===== src/acfg_defines.svh =====
// register map, field positions and reset values of the serial output configuration bank
`ifndef ACFG_DEFINES_SVH
`define ACFG_DEFINES_SVH

// ****************************************************************
// bus and register offsets
// ****************************************************************
`define ACFG_ADDR_W       5
`define ACFG_DATA_W       11
`define ACFG_OFS_CTRL     5'h00
`define ACFG_OFS_PAT_LOW  5'h0b
`define ACFG_OFS_GAIN_PAT 5'h0c
`define ACFG_OFS_FORMAT   5'h0d
`define ACFG_OFS_STATUS   5'h0e

// ****************************************************************
// field positions
// ****************************************************************
`define ACFG_CTRL_SRST    10
`define ACFG_FMT_TWO_LANE 0
`define ACFG_FMT_SDR      1
`define ACFG_FMT_WORD16   2
`define ACFG_FMT_RISE     4
`define ACFG_FMT_COARSE   5
`define ACFG_FMT_LSB      6
`define ACFG_FMT_BITWISE  7
`define ACFG_FMT_OVRD     10
`define ACFG_GAIN_LSB     8
`define ACFG_GAIN_MSB     10
`define ACFG_PATHI_MSB    4

// ****************************************************************
// masks, reset values and limits
// ****************************************************************
`define ACFG_FMT_MASK     11'h04f7
`define ACFG_GAIN_MASK    11'h071f
`define ACFG_PATLO_MASK   11'h07ff
`define ACFG_RESET_VAL    11'h0000
`define ACFG_GAIN_MAX     3'h6
`define ACFG_GAIN_RSVD    3'h7
`define ACFG_SMP_W        14

`endif


===== src/acfg_pkg.sv =====
// types shared by the serial output configuration bank
`default_nettype none
package acfg_pkg;
	// serializer states, one-hot
	typedef enum logic [1:0] {
		st_idle  = 2'b01,
		st_shift = 2'b10
	} acfg_state_t;
endpackage : acfg_pkg
`default_nettype wire


===== src/acfg_buf.sv =====
// small valid/ready buffer between the sample source and the serializer
`timescale 1ns/1ps
`default_nettype none
module acfg_buf #(
	parameter int W     = 28,
	parameter int DEPTH = 2
) (
	input  wire logic         core_clk,
	input  wire logic         reset_n,
	input  wire logic         in_valid,
	output var  logic         in_ready,
	input  wire logic [W-1:0] in_data,
	output var  logic         out_valid,
	input  wire logic         out_ready,
	output var  logic [W-1:0] out_data
);
	localparam int PW = (DEPTH > 1) ? $clog2(DEPTH) : 1;
	localparam int CW = $clog2(DEPTH + 1);

	logic [W-1:0]  mem [0:DEPTH-1];
	logic [PW-1:0] wr_ptr;
	logic [PW-1:0] rd_ptr;
	logic [CW-1:0] count;
	logic [CW-1:0] next_count;
	logic          push;
	logic          pop;

	// handshakes and occupancy
	assign push       = in_valid && in_ready;
	assign pop        = out_valid && out_ready;
	assign next_count = count + CW'(push) - CW'(pop);
	assign out_data   = mem[rd_ptr];

	// storage
	always_ff @(posedge core_clk) begin
		if (push) begin
			mem[wr_ptr] <= in_data;
		end
	end

	// pointers and flags; full and empty are registered
	always_ff @(posedge core_clk) begin
		if (!reset_n) begin
			wr_ptr    <= '0;
			rd_ptr    <= '0;
			count     <= '0;
			in_ready  <= 1'b0;
			out_valid <= 1'b0;
		end else begin
			if (push) begin
				wr_ptr <= (wr_ptr == PW'(DEPTH - 1)) ? '0 : wr_ptr + 1'b1;
			end
			if (pop) begin
				rd_ptr <= (rd_ptr == PW'(DEPTH - 1)) ? '0 : rd_ptr + 1'b1;
			end
			count     <= next_count;
			in_ready  <= (next_count != CW'(DEPTH));
			out_valid <= (next_count != '0);
		end
	end
endmodule : acfg_buf
`default_nettype wire


===== src/acfg_sync.sv =====
// two flip-flop synchroniser for levels from outside the core clock domain
`timescale 1ns/1ps
`default_nettype none
module acfg_sync #(
	parameter int W = 1
) (
	input  wire logic         core_clk,
	input  wire logic         reset_n,
	input  wire logic [W-1:0] async_in,
	output var  logic [W-1:0] sync_out
);
	logic [W-1:0] meta;

	// first stage feeds only the second stage
	always_ff @(posedge core_clk) begin
		if (!reset_n) begin
			meta     <= '0;
			sync_out <= '0;
		end else begin
			meta     <= async_in;
			sync_out <= meta;
		end
	end
endmodule : acfg_sync
`default_nettype wire


===== src/acfg_top.sv =====
// serial output configuration bank with gain, test word and lane serializer
//
// Overview of operation
// gain register bits 4..0 are test word bits 15..11
// bits 10..8 set fine gain 0..6 dB
// bit 0 picks lanes, bit 1 DDR/SDR (here SDR only with two lanes; one lane is always DDR)
// bit 2 selects 14 or 16 bit words
// in SDR, bit 4 picks capture edge
// bit 5 enables fixed coarse gain
// bit 6 selects MSB or LSB first
// two lanes: bit 7 byte or bit split
// override bit makes register beat pins
// host writes zero to unused bits
// pattern low register holds bits 10..0
// software reset clears registers, then self-clears
// reserved gain code 111 holds 6 dB
//
// The implementer's own choice: the plain strobed port.
`include "acfg_defines.svh"
`timescale 1ns/1ps
`default_nettype none
module acfg_top #(
	parameter int SMP_W = `ACFG_SMP_W
) (
	input  wire logic                    core_clk,
	input  wire logic                    reset_n,
	input  wire logic [`ACFG_ADDR_W-1:0] reg_addr,
	input  wire logic [`ACFG_DATA_W-1:0] reg_wdata,
	input  wire logic                    reg_wr,
	input  wire logic                    reg_rd,
	output var  logic [`ACFG_DATA_W-1:0] reg_rdata,
	input  wire logic [7:0]              fmt_pins,
	input  wire logic                    bit_clk_in,
	input  wire logic                    smp_valid,
	output var  logic                    smp_ready,
	input  wire logic [SMP_W-1:0]        smp_a,
	input  wire logic [SMP_W-1:0]        smp_b,
	output var  logic [1:0]              lane_a,
	output var  logic [1:0]              lane_b,
	output var  logic                    frame_out,
	output var  logic [2:0]              fine_gain,
	output var  logic                    coarse_gain_en,
	output var  logic [15:0]             user_pattern
);

	// ****************************************************************
	// declarations
	// ****************************************************************
	logic [`ACFG_DATA_W-1:0] pat_low;
	logic [`ACFG_DATA_W-1:0] gain_and_pattern_high;
	logic [`ACFG_DATA_W-1:0] output_format_control;
	logic                    soft_rst;
	logic                    cfg_clear;
	logic [8:0]              pin_sync;
	logic [7:0]              pins_s;
	logic                    bck_s;
	logic                    bck_d;
	logic                    bck_rise;
	logic                    bck_fall;
	logic [7:0]              eff_fmt;
	logic [7:0]              act_fmt;
	logic [7:0]              cur_fmt;
	logic [4:0]              act_steps;
	logic [4:0]              next_steps;
	logic [3:0]              cnt;
	logic                    launch;
	logic                    load;
	logic                    shift;
	logic                    stop;
	logic                    busy;
	logic                    buf_valid;
	logic [2*SMP_W-1:0]      buf_data;
	logic [15:0]             word_a;
	logic [15:0]             word_b;
	logic [15:0]             seq [0:3];
	acfg_pkg::acfg_state_t   state;

	// ****************************************************************
	// functions
	// ****************************************************************

	// true when a bus access hits the given offset
	function automatic logic acfg_hit(
		input logic [`ACFG_ADDR_W-1:0] a,
		input logic [`ACFG_ADDR_W-1:0] ofs
	);
		return a == ofs;
	endfunction : acfg_hit

	// aligns a sample in a 16 bit word, msb at position len-1
	function automatic logic [15:0] acfg_word(
		input logic [SMP_W-1:0] s,
		input logic [7:0]       f
	);
		logic [15:0] w;
		w = 16'h0000;
		if (f[`ACFG_FMT_WORD16]) begin
			w = {s, 2'b00};
		end else begin
			w = {2'b00, s};
		end
		return w;
	endfunction : acfg_word

	// builds one lane's bit sequence, first bit out at position 15
	function automatic logic [15:0] acfg_seq(
		input logic [15:0] w,
		input logic [7:0]  f,
		input logic        ln
	);
		logic [15:0] s;
		int          len;
		int          half;
		int          num;
		int          pos;
		s    = 16'h0000;
		len  = f[`ACFG_FMT_WORD16] ? 16 : 14;
		half = len / 2;
		num  = f[`ACFG_FMT_TWO_LANE] ? half : len;
		pos  = 0;
		for (int k = 0; k < 16; k++) begin
			if (!f[`ACFG_FMT_TWO_LANE]) begin
				pos = f[`ACFG_FMT_LSB] ? k : len - 1 - k;
			end else if (f[`ACFG_FMT_BITWISE]) begin
				// odd bits on lane 0, even bits on lane 1
				pos = f[`ACFG_FMT_LSB] ? 2 * k + (ln ? 0 : 1)
				                       : len - 1 - 2 * k - (ln ? 1 : 0);
			end else if (!ln) begin
				// upper half on lane 0
				pos = f[`ACFG_FMT_LSB] ? half + k : len - 1 - k;
			end else begin
				pos = f[`ACFG_FMT_LSB] ? k : half - 1 - k;
			end
			if (k < num && (f[`ACFG_FMT_TWO_LANE] || !ln)) begin
				s[15-k] = w[pos[3:0]];
			end
		end
		return s;
	endfunction : acfg_seq

	// ****************************************************************
	// input synchronisers
	// ****************************************************************

	// pins and bit clock come from outside the core clock domain
	acfg_sync #(
		.W (9)
	) u_sync (
		.core_clk (core_clk),
		.reset_n  (reset_n),
		.async_in ({bit_clk_in, fmt_pins}),
		.sync_out (pin_sync)
	);

	assign pins_s = pin_sync[7:0];
	assign bck_s  = pin_sync[8];

	// edge finder on the synchronised bit clock
	always_ff @(posedge core_clk) begin
		if (!reset_n) begin
			bck_d <= 1'b0;
		end else begin
			bck_d <= bck_s;
		end
	end

	assign bck_rise = bck_s && !bck_d;
	assign bck_fall = !bck_s && bck_d;

	// ****************************************************************
	// register bank
	// ****************************************************************

	// software reset pulse lasts one cycle, then clears itself
	always_ff @(posedge core_clk) begin
		if (!reset_n) begin
			soft_rst <= 1'b0;
		end else begin
			soft_rst <= reg_wr && acfg_hit(reg_addr, `ACFG_OFS_CTRL)
			            && reg_wdata[`ACFG_CTRL_SRST] && !soft_rst;
		end
	end

	assign cfg_clear = !reset_n || soft_rst;

	// low part of the user test word
	always_ff @(posedge core_clk) begin
		if (cfg_clear) begin
			pat_low <= `ACFG_RESET_VAL;
		end else if (reg_wr && acfg_hit(reg_addr, `ACFG_OFS_PAT_LOW)) begin
			pat_low <= reg_wdata & `ACFG_PATLO_MASK;
		end
	end

	// fine gain and top of the user test word
	always_ff @(posedge core_clk) begin
		if (cfg_clear) begin
			gain_and_pattern_high <= `ACFG_RESET_VAL;
		end else if (reg_wr && acfg_hit(reg_addr, `ACFG_OFS_GAIN_PAT)) begin
			gain_and_pattern_high <= reg_wdata & `ACFG_GAIN_MASK;
		end
	end

	// output format; reserved bits are dropped on write
	always_ff @(posedge core_clk) begin
		if (cfg_clear) begin
			output_format_control <= `ACFG_RESET_VAL;
		end else if (reg_wr && acfg_hit(reg_addr, `ACFG_OFS_FORMAT)) begin
			output_format_control <= reg_wdata & `ACFG_FMT_MASK;
		end
	end

	// read data stand for one cycle after the strobe, else zero
	always_ff @(posedge core_clk) begin
		if (!reset_n || !reg_rd) begin
			reg_rdata <= `ACFG_RESET_VAL;
		end else begin
			unique case (reg_addr)
				`ACFG_OFS_CTRL:     reg_rdata <= {soft_rst, 10'h000};
				`ACFG_OFS_PAT_LOW:  reg_rdata <= pat_low;
				`ACFG_OFS_GAIN_PAT: reg_rdata <= gain_and_pattern_high;
				`ACFG_OFS_FORMAT:   reg_rdata <= output_format_control;
				`ACFG_OFS_STATUS:   reg_rdata <= {2'b00, busy, eff_fmt};
				default:            reg_rdata <= `ACFG_RESET_VAL;
			endcase
		end
	end

	// ****************************************************************
	// effective settings
	// ****************************************************************

	// override bit hands the format functions to the register
	assign eff_fmt = output_format_control[`ACFG_FMT_OVRD]
	                 ? output_format_control[7:0] : pins_s;

	// gain and test word outputs
	always_ff @(posedge core_clk) begin
		if (!reset_n) begin
			fine_gain      <= 3'h0;
			coarse_gain_en <= 1'b0;
			user_pattern   <= 16'h0000;
		end else begin
			if (gain_and_pattern_high[`ACFG_GAIN_MSB:`ACFG_GAIN_LSB] == `ACFG_GAIN_RSVD) begin
				fine_gain <= `ACFG_GAIN_MAX;
			end else begin
				fine_gain <= gain_and_pattern_high[`ACFG_GAIN_MSB:`ACFG_GAIN_LSB];
			end
			coarse_gain_en <= eff_fmt[`ACFG_FMT_COARSE];
			user_pattern   <= {gain_and_pattern_high[`ACFG_PATHI_MSB:0],
			                   pat_low};
		end
	end

	// ****************************************************************
	// sample buffer
	// ****************************************************************

	// two entries so a stall on the lanes loses no word
	acfg_buf #(
		.W     (2 * SMP_W),
		.DEPTH (2)
	) u_buf (
		.core_clk  (core_clk),
		.reset_n   (reset_n),
		.in_valid  (smp_valid),
		.in_ready  (smp_ready),
		.in_data   ({smp_a, smp_b}),
		.out_valid (buf_valid),
		.out_ready (load),
		.out_data  (buf_data)
	);

	// ****************************************************************
	// serializer
	// ****************************************************************

	// a word in flight keeps the format it was loaded with
	assign busy    = (state == acfg_pkg::st_shift);
	assign cur_fmt = busy ? act_fmt : eff_fmt;

	// launch on the edge opposite the capture edge; DDR uses both
	always_comb begin
		if (cur_fmt[`ACFG_FMT_TWO_LANE] && cur_fmt[`ACFG_FMT_SDR]) begin
			launch = cur_fmt[`ACFG_FMT_RISE] ? bck_fall : bck_rise;
		end else begin
			launch = bck_rise || bck_fall;
		end
	end

	assign load  = launch && buf_valid && (!busy || cnt == 4'h0);
	assign shift = launch && busy && cnt != 4'h0;
	assign stop  = launch && busy && cnt == 4'h0 && !buf_valid;

	assign word_a = acfg_word(buf_data[2*SMP_W-1:SMP_W], eff_fmt);
	assign word_b = acfg_word(buf_data[SMP_W-1:0], eff_fmt);

	// bit steps per word on each lane
	always_comb begin
		if (eff_fmt[`ACFG_FMT_WORD16]) begin
			next_steps = eff_fmt[`ACFG_FMT_TWO_LANE] ? 5'h08 : 5'h10;
		end else begin
			next_steps = eff_fmt[`ACFG_FMT_TWO_LANE] ? 5'h07 : 5'h0e;
		end
	end

	// state, remaining steps and latched format
	always_ff @(posedge core_clk) begin
		if (!reset_n) begin
			state     <= acfg_pkg::st_idle;
			cnt       <= 4'h0;
			act_fmt   <= 8'h00;
			act_steps <= 5'h00;
		end else if (load) begin
			state     <= acfg_pkg::st_shift;
			cnt       <= 4'(next_steps - 5'h01);
			act_fmt   <= eff_fmt;
			act_steps <= next_steps;
		end else if (shift) begin
			cnt <= cnt - 4'h1;
		end else if (stop) begin
			state <= acfg_pkg::st_idle;
		end
	end

	// frame marker is high for the first half of each word
	always_ff @(posedge core_clk) begin
		if (!reset_n || stop) begin
			frame_out <= 1'b0;
		end else if (load) begin
			frame_out <= 1'b1;
		end else if (shift) begin
			frame_out <= ({1'b0, cnt} - 5'h01) >= (act_steps >> 1);
		end
	end

	// one shift register per lane: channel a lanes 0..1, channel b 2..3
	for (genvar g = 0; g < 4; g++) begin : g_lane
		always_ff @(posedge core_clk) begin
			if (!reset_n || stop) begin
				seq[g] <= 16'h0000;
			end else if (load) begin
				seq[g] <= acfg_seq((g < 2) ? word_a : word_b, eff_fmt,
				                   (g % 2) == 1);
			end else if (shift) begin
				seq[g] <= {seq[g][14:0], 1'b0};
			end
		end
	end

	// lane pins come straight from the shift register heads
	assign lane_a = {seq[1][15], seq[0][15]};
	assign lane_b = {seq[3][15], seq[2][15]};

endmodule : acfg_top
`default_nettype wire


===== config.mk =====
export PLATFORM = sky130hd
export DESIGN_NAME = acfg_top
export DESIGN_NICKNAME = d
export VERILOG_FILES = /design/src/acfg_pkg.sv /design/src/acfg_buf.sv /design/src/acfg_sync.sv /design/src/acfg_top.sv
export VERILOG_INCLUDE_DIRS = /design/src
export SDC_FILE = /design/constraint.sdc
export NUM_CORES = 1
export LEC_CHECK = 0
export BUFFER_PORTS_ARGS = -buffer_cell sky130_fd_sc_hd__buf_2
export CAP_MARGIN = 40
export CORE_ASPECT_RATIO = 0.75
export CORE_MARGIN = 10
export CORE_UTILIZATION = 30
export CTS_BUF_LIST = sky130_fd_sc_hd__clkbuf_8
export CTS_CLUSTER_SIZE = 40
export DETAILED_ROUTE_END_ITERATION = 6
export PLACE_DENSITY = 0.53
export REMOVE_ABC_BUFFERS = 1
export SYNTH_ARGS = -nofsm -noshare
export SYNTH_HDL_FRONTEND = slang
export SYNTH_HIERARCHICAL = 1
export SYNTH_SLANG_ARGS = --single-unit

===== constraint.sdc =====
create_clock -name core_clk -period 13.9 [get_ports core_clk]
set_input_delay 0.695 -clock core_clk [delete_from_list [all_inputs] [get_ports core_clk]]
set_output_delay 0.695 -clock core_clk [all_outputs]
set_load 0.01 [all_outputs]

== Yosys cells after proc, flatten, opt, wreduce, memory -nomap -nowiden ==
Memory sizes are Yosys's and may differ from the RTL's. A register that Yosys moved wholly into a read port is not among the register bits.
Cells that the tools add are included.

* Add/sub/neg operators: 78
* Order comparisons: 49
* Equality and inequality tests: 8
* Muxes and demuxes: 571
* Bitwise operators: 10
* Reductions and logical operators: 53

{| class="wikitable"
|+ Operators by type and width
! operator !! count
|-
| 2-to-1 mux 4 bit || 211
|-
| 2-to-1 mux 1 bit || 275
|-
| binary-select mux 1 bit (select 4 bit) || 64
|-
| < comparator 5 x 32 -> 1 bit (first input constant) || 8
|-
| < comparator 4 x 5 -> 1 bit (second input constant) || 32
|-
| 2-to-1 mux 16 bit || 10
|-
| < comparator 4 x 32 -> 1 bit (first input constant) || 4
|-
| subtractor 4 x 2 -> 4 bit (second input constant) || 20
|-
| subtractor 4 bit (second input constant) || 20
|-
| < comparator 3 x 32 -> 1 bit (first input constant) || 2
|-
| one-hot mux 11 bit (5 select lines) || 1
|-
| subtractor 4 x 3 -> 4 bit (second input constant) || 10
|-
| logical AND 1 bit || 33
|-
| adder 4 bit (second input constant) || 8
|-
| < comparator 1 x 32 -> 1 bit (first input constant) || 1
|-
| < comparator 2 x 32 -> 1 bit (first input constant) || 1
|-
| subtractor 4 x 1 -> 4 bit (second input constant) || 7
|-
| 2-to-1 mux 5 bit || 5
|-
| == test 5 x 4 -> 1 bit (second input constant) || 4
|-
| adder 4 x 3 -> 4 bit (second input constant) || 4
|-
| adder 4 x 2 -> 4 bit (second input constant) || 2
|-
| 2-to-1 mux 8 bit || 1
|-
| OR 1 bit || 8
|-
| logical NOT 1 bit || 7
|-
| other kinds (22) || 31
|}

* Register bits after elaboration: 101
* Memory bits (writable): 120
* Memories kept: 2

{| class="wikitable"
|+ Memories
! memory !! words !! bits a word !! rd ports !! clocked after memory_dff !! write ports !! line !! source
|-
| seq || 4 || 16 || 4 || 0 || 4 || acfg_top.sv:75 || <nowiki>logic [15:0] seq [0:3];</nowiki>
|-
| u_buf.mem || 2 || 28 || 1 || 1 || 1 || acfg_buf.sv:20 || <nowiki>logic [W-1:0] mem [0:DEPTH-1];</nowiki>
|}

== Longest topological paths before layout ==
* Depth in word-level cells: 18
* Mapped depth: 15
* Depth with buffers taken out: 12

== Cells and area by module ==
The synthesis kept the hierarchy.

{| class="wikitable"
|+ Modules (own cells, without submodules)
! module !! times used !! cells an instance !! area each (um2)
|-
| acfg_top || 1 || 1074 || 9779.4
|-
| acfg_buf || 1 || 115 || 2399.8
|-
| acfg_sync || 1 || 37 || 501.7
|}

== Worst setup path before layout ==
No wires, ideal clock.

* Path kind: reg2reg
* Start point: register output_format_control[10]
* End point: memory seq[0][0], enable pin
* Data arrival time: 4880 ps
* Data required time: 13380 ps
* Path slack: 8500 ps
* Cell stages (with the launch flop): 8
* Path buffers: 3
* Path through: dfxtp_1 -> buf_6 -> mux2i_1 -> buf_2 -> o311a_1 -> or2_2 -> clkbuf_1 -> o21ai_0

{| class="wikitable"
|+ RTL lines
! element !! line !! source
|-
| start, declared || acfg_top.sv:51 || <nowiki>logic [`ACFG_DATA_W-1:0] output_format_control;</nowiki>
|-
| start signal, assigned || acfg_top.sv:207 || <nowiki>output_format_control <= `ACFG_RESET_VAL;</nowiki>
|-
| start signal, assigned || acfg_top.sv:209 || <nowiki>output_format_control <= reg_wdata & `ACFG_FMT_MASK;</nowiki>
|-
| end, declared || acfg_top.sv:75 ||
|}

==> qor.csv <==
stage,metric,value,unit
timing,final period utilization,31.8,%
grt,initial antenna violation count,2,
synthesis,top_reg_cell synth,edfxtp_1,
setup_path,nature of the critical path endpoint,flop,
min_path,Hold Path Cell Cnt,1,
power_and_ir_drop,pwr dens,108,mW/mm²
timing,"Slew Viols, Final",0,
synthesis,Yosys reg bits,218,
grt,vias in the first global route,10100,
clock_tree,Skew-Pair Late Insertion Delay,0.58,ns
run_status,status,"finished, final reports clean",
min_path,hold endpoint,u_buf/mem[0][7]$_DFFE_PP_,
timing,setup TNS,0,ns
synthesis,ys async rst share,0,%
power_and_ir_drop,worst vdd ir,0.0497,mV
grt,first-pass GRT wire length,63300,µm
setup_path,crit start category,flop,
clock_tree,H-Tree Level Count,2,
setup_path,"Max FO, Critical Path",17,
timing,Final Hold Vio Count,0,
timing,actual slew at the worst max-slew pin,0.991,ns
place,Detail Placement HPWL,30100,µm
grt,GRT overflow,0,
clock_tree,Longest Clk Path Bufs,3,
timing,final setup fails,0,
timing,setup ws final,9.47,ns
detailed_routing,final WL,41500,µm
timing,slew margin rel.,33.9,%
die,Die W,257,µm
detailed_routing,Initial DRC Count,1009,
clock_tree,CTS Buf Count,40,
detailed_routing,drt drc,0,
synthesis,Ys Warns,6,
clock_tree,"Reg clk slew, reported paths",0.06,ns
synthesis,post-synth cell types,87,
synthesis,top-count cell post-synth,nand2_1,
grt,Total GRT Usage,15.9,%
clock_tree,CTS tree,yes,
timing,clock skew,0.0371,ns
setup_path,R2R cell count,9,
die,Cell Rows,65,
power_and_ir_drop,Leak Pwr,5.88,nW
final_layout,layout net count,1403,
grt,pin count of the biggest net entering global routing,76,
synthesis,register area share after synthesis,43.9,%
timing,Max Clk Rate,226,MHz
synthesis,Post-Synthesis Cell Area,0.0127,mm²
clock_tree,post-CTS setup buffer count,0,
detailed_routing,via/cell ratio,5.43,
synthesis,most common library cells after synthesis,"nand2_1 (153), edfxtp_1 (120), mux2i_1 (116)",
timing,Tmin final,4.43,ns
flow_run,max-cap viol count,0,
final_layout,number of antenna diodes,0,
synthesis,Syn Area/Cell,10.3,µm²
detailed_routing,DR pass1 iterations,5,
clock_tree,# hold bufs at CTS,0,
synthesis,top post-synthesis cells by area,"edfxtp_1 (28%), dfxtp_1 (15%), mux2i_1 (9.2%), nand2_1 (4.5%), mux2_2 (4.1%)",
final_layout,post-layout util,34.8,%
synthesis,Post-synth EDFFs,120,
place,Port Buffers,94,
detailed_routing,Via Count,10400,
setup_path,WS Path Type,flop to flop,
synthesis,post-synth top area share,28.4,%
final_layout,synth-to-layout area growth,14.8,%
final_layout,share of cells above drive strength 1,23.4,%
die,die footprint,0.0510,mm²
setup_path,CP required,14.20,ns
die,core area,0.0419,mm²
setup_path,reg-to-reg endpoint,seq[0][12]$_DFFE_PP_,
timing,RSZ-0062 raised after global routing,false,
detailed_routing,WL per Instance,21.6,µm
die,die height,198,µm
setup_path,r2r setup slk,9.47,ns
synthesis,Yosys top cell by area,edfxtp_1,
die,I/O pins,95,
synthesis,Gate Count Post-Synth,1226,
place,gpl congestion,0.915,
die,Initial Utilization,30.3,%
min_path,Hold WC Path Type,input pin to flop,
min_path,HP Start,smp_b[7],
detailed_routing,post-route ant nets,0,
setup_path,worst path arrival time,4.73,ns
place,Setup WS pre-CTS,9.51,ns
clock_tree,CTS resizes,0,
clock_tree,# clock sinks,218,
clock_tree,Root Buffer,clkbuf_8,
setup_path,r2r startpoint,output_format_control[10]$_SDFFE_PP0P_,
layer usage:
layer  global-route usage, %  routed length, µm
met5                       0                  0
met4                    3.98                757
met1                    22.5              19200
met2                    23.3              17700
met3                    4.38               3820
stage by stage:
step           std cells  total power [mW]  area (µm²)  hold WS [ns]
3_3_place_gp        1835             0.969       13600         0.414
6_report            1920              1.58       14600         0.310
3_5_place_dp        1847             0.973       13800         0.420
2_1_floorplan       1148             0.880       12200         0.412
5_1_grt             1920              1.65       14600         0.286
4_1_cts             1919              1.60       14600         0.275
report_power, final:
| group | internal [mW] | switching, mW | total (mW) |
|---|---|---|---|
| sequential | 0.703 | 0.0104 | 0.714 |
| clock | 0.333 | 0.279 | 0.612 |
| combinational | 0.0945 | 0.158 | 0.252 |
kinds of logic (layout without fill, tap and decap cells):
family,Yosys count,count (layout),share of synthesized area (%)
buffers and inverters,98,223,4.24
AO/OA/AOI/OAI,276,276,15.1
XOR/XNOR,10,10,0.691
flip-flops,218,218,43.9
multiplexers,200,200,18.5
adder cells (fa/ha/maj),24,24,2.37
AND/OR/NAND/NOR,400,400,15.2
registers in the layout, summed over array words and instances (netlist names), 4 cells and up, named ones only:
register,cells
seq,64
u_buf/mem,56
user_pattern,16
pat_low,11
reg_rdata,11
u_sync/meta,9
u_sync/sync_out,9
gain_and_pattern_high,8
output_format_control,8
cnt,4
layout make-up:
type,instances,area [µm²]
clock buffer,48,661
clock inverter,24,136
fill,4273,27300
inverter,20,78.8
multi-input combinational,910,6630
sequential,218,5570
tap,569,712
timing repair buffer,131,781
critical path, cell delays in order (launching register included):
cell and delay, ns:
dfxtp_1 0.75, mux2i_1 0.84, clkinv_1 0.62, nand2_1 0.41, a21o_1 0.41, buf_8 0.23
mux4_2 0.53, nor2_1 0.10, a21oi_1 0.05, a22o_1 0.24
cells in the final DEF (no fill, tap or decap), types with 6 or more instances in the layout:
| master | Yosys | final |
|---|---|---|
| mux2_4 | 21 | 21 |
| xor2_1 | 6 | 6 |
| o211ai_1 | 10 | 10 |
| a221o_1 | 15 | 15 |
| nor3_1 | 15 | 13 |
| ha_1 | 24 | 24 |
| a32oi_1 | 8 | 8 |
| a21boi_0 | 6 | 6 |
| nor2b_1 | 10 | 10 |
| and2_1 | 36 | 36 |
| nand3_1 | 26 | 26 |
| edfxtp_1 | 120 | 120 |
| dfxtp_1 | 98 | 98 |
| o21ai_0 | 39 | 37 |
| a21oi_1 | 78 | 77 |
| mux2_2 | 46 | 46 |
| mux2i_1 | 116 | 114 |
| buf_4 | 10 | 29 |
| o22ai_1 | 8 | 8 |
| mux4_2 | 14 | 14 |
| o31ai_1 | 6 | 6 |
| nor2_1 | 85 | 84 |
| nand2_1 | 153 | 153 |
| a21o_1 | 8 | 8 |
| buf_2 | 19 | 95 |
| and3_1 | 17 | 17 |
| and2_2 | 14 | 14 |
| a31oi_1 | 8 | 8 |
| clkbuf_8 | 0 | 48 |
| a22o_1 | 10 | 10 |
| a22oi_1 | 15 | 15 |
| inv_1 | 17 | 31 |
worst max path at each step:
stage	depth (start not counted)	to	startpoint
floorplan	5	seq[0][0]$_SDFFCE_PP0P_	output_format_control[10]$_SDFFE_PP0P_
global placement	9	seq[1][14]$_DFFE_PP_	output_format_control[10]$_SDFFE_PP0P_
detailed placement	9	seq[0][12]$_DFFE_PP_	output_format_control[10]$_SDFFE_PP0P_
CTS	9	seq[0][12]$_DFFE_PP_	output_format_control[10]$_SDFFE_PP0P_
global route	9	seq[0][12]$_DFFE_PP_	output_format_control[10]$_SDFFE_PP0P_
finish	9	seq[0][12]$_DFFE_PP_	output_format_control[10]$_SDFFE_PP0P_
(Power assumes the default switching activity.)
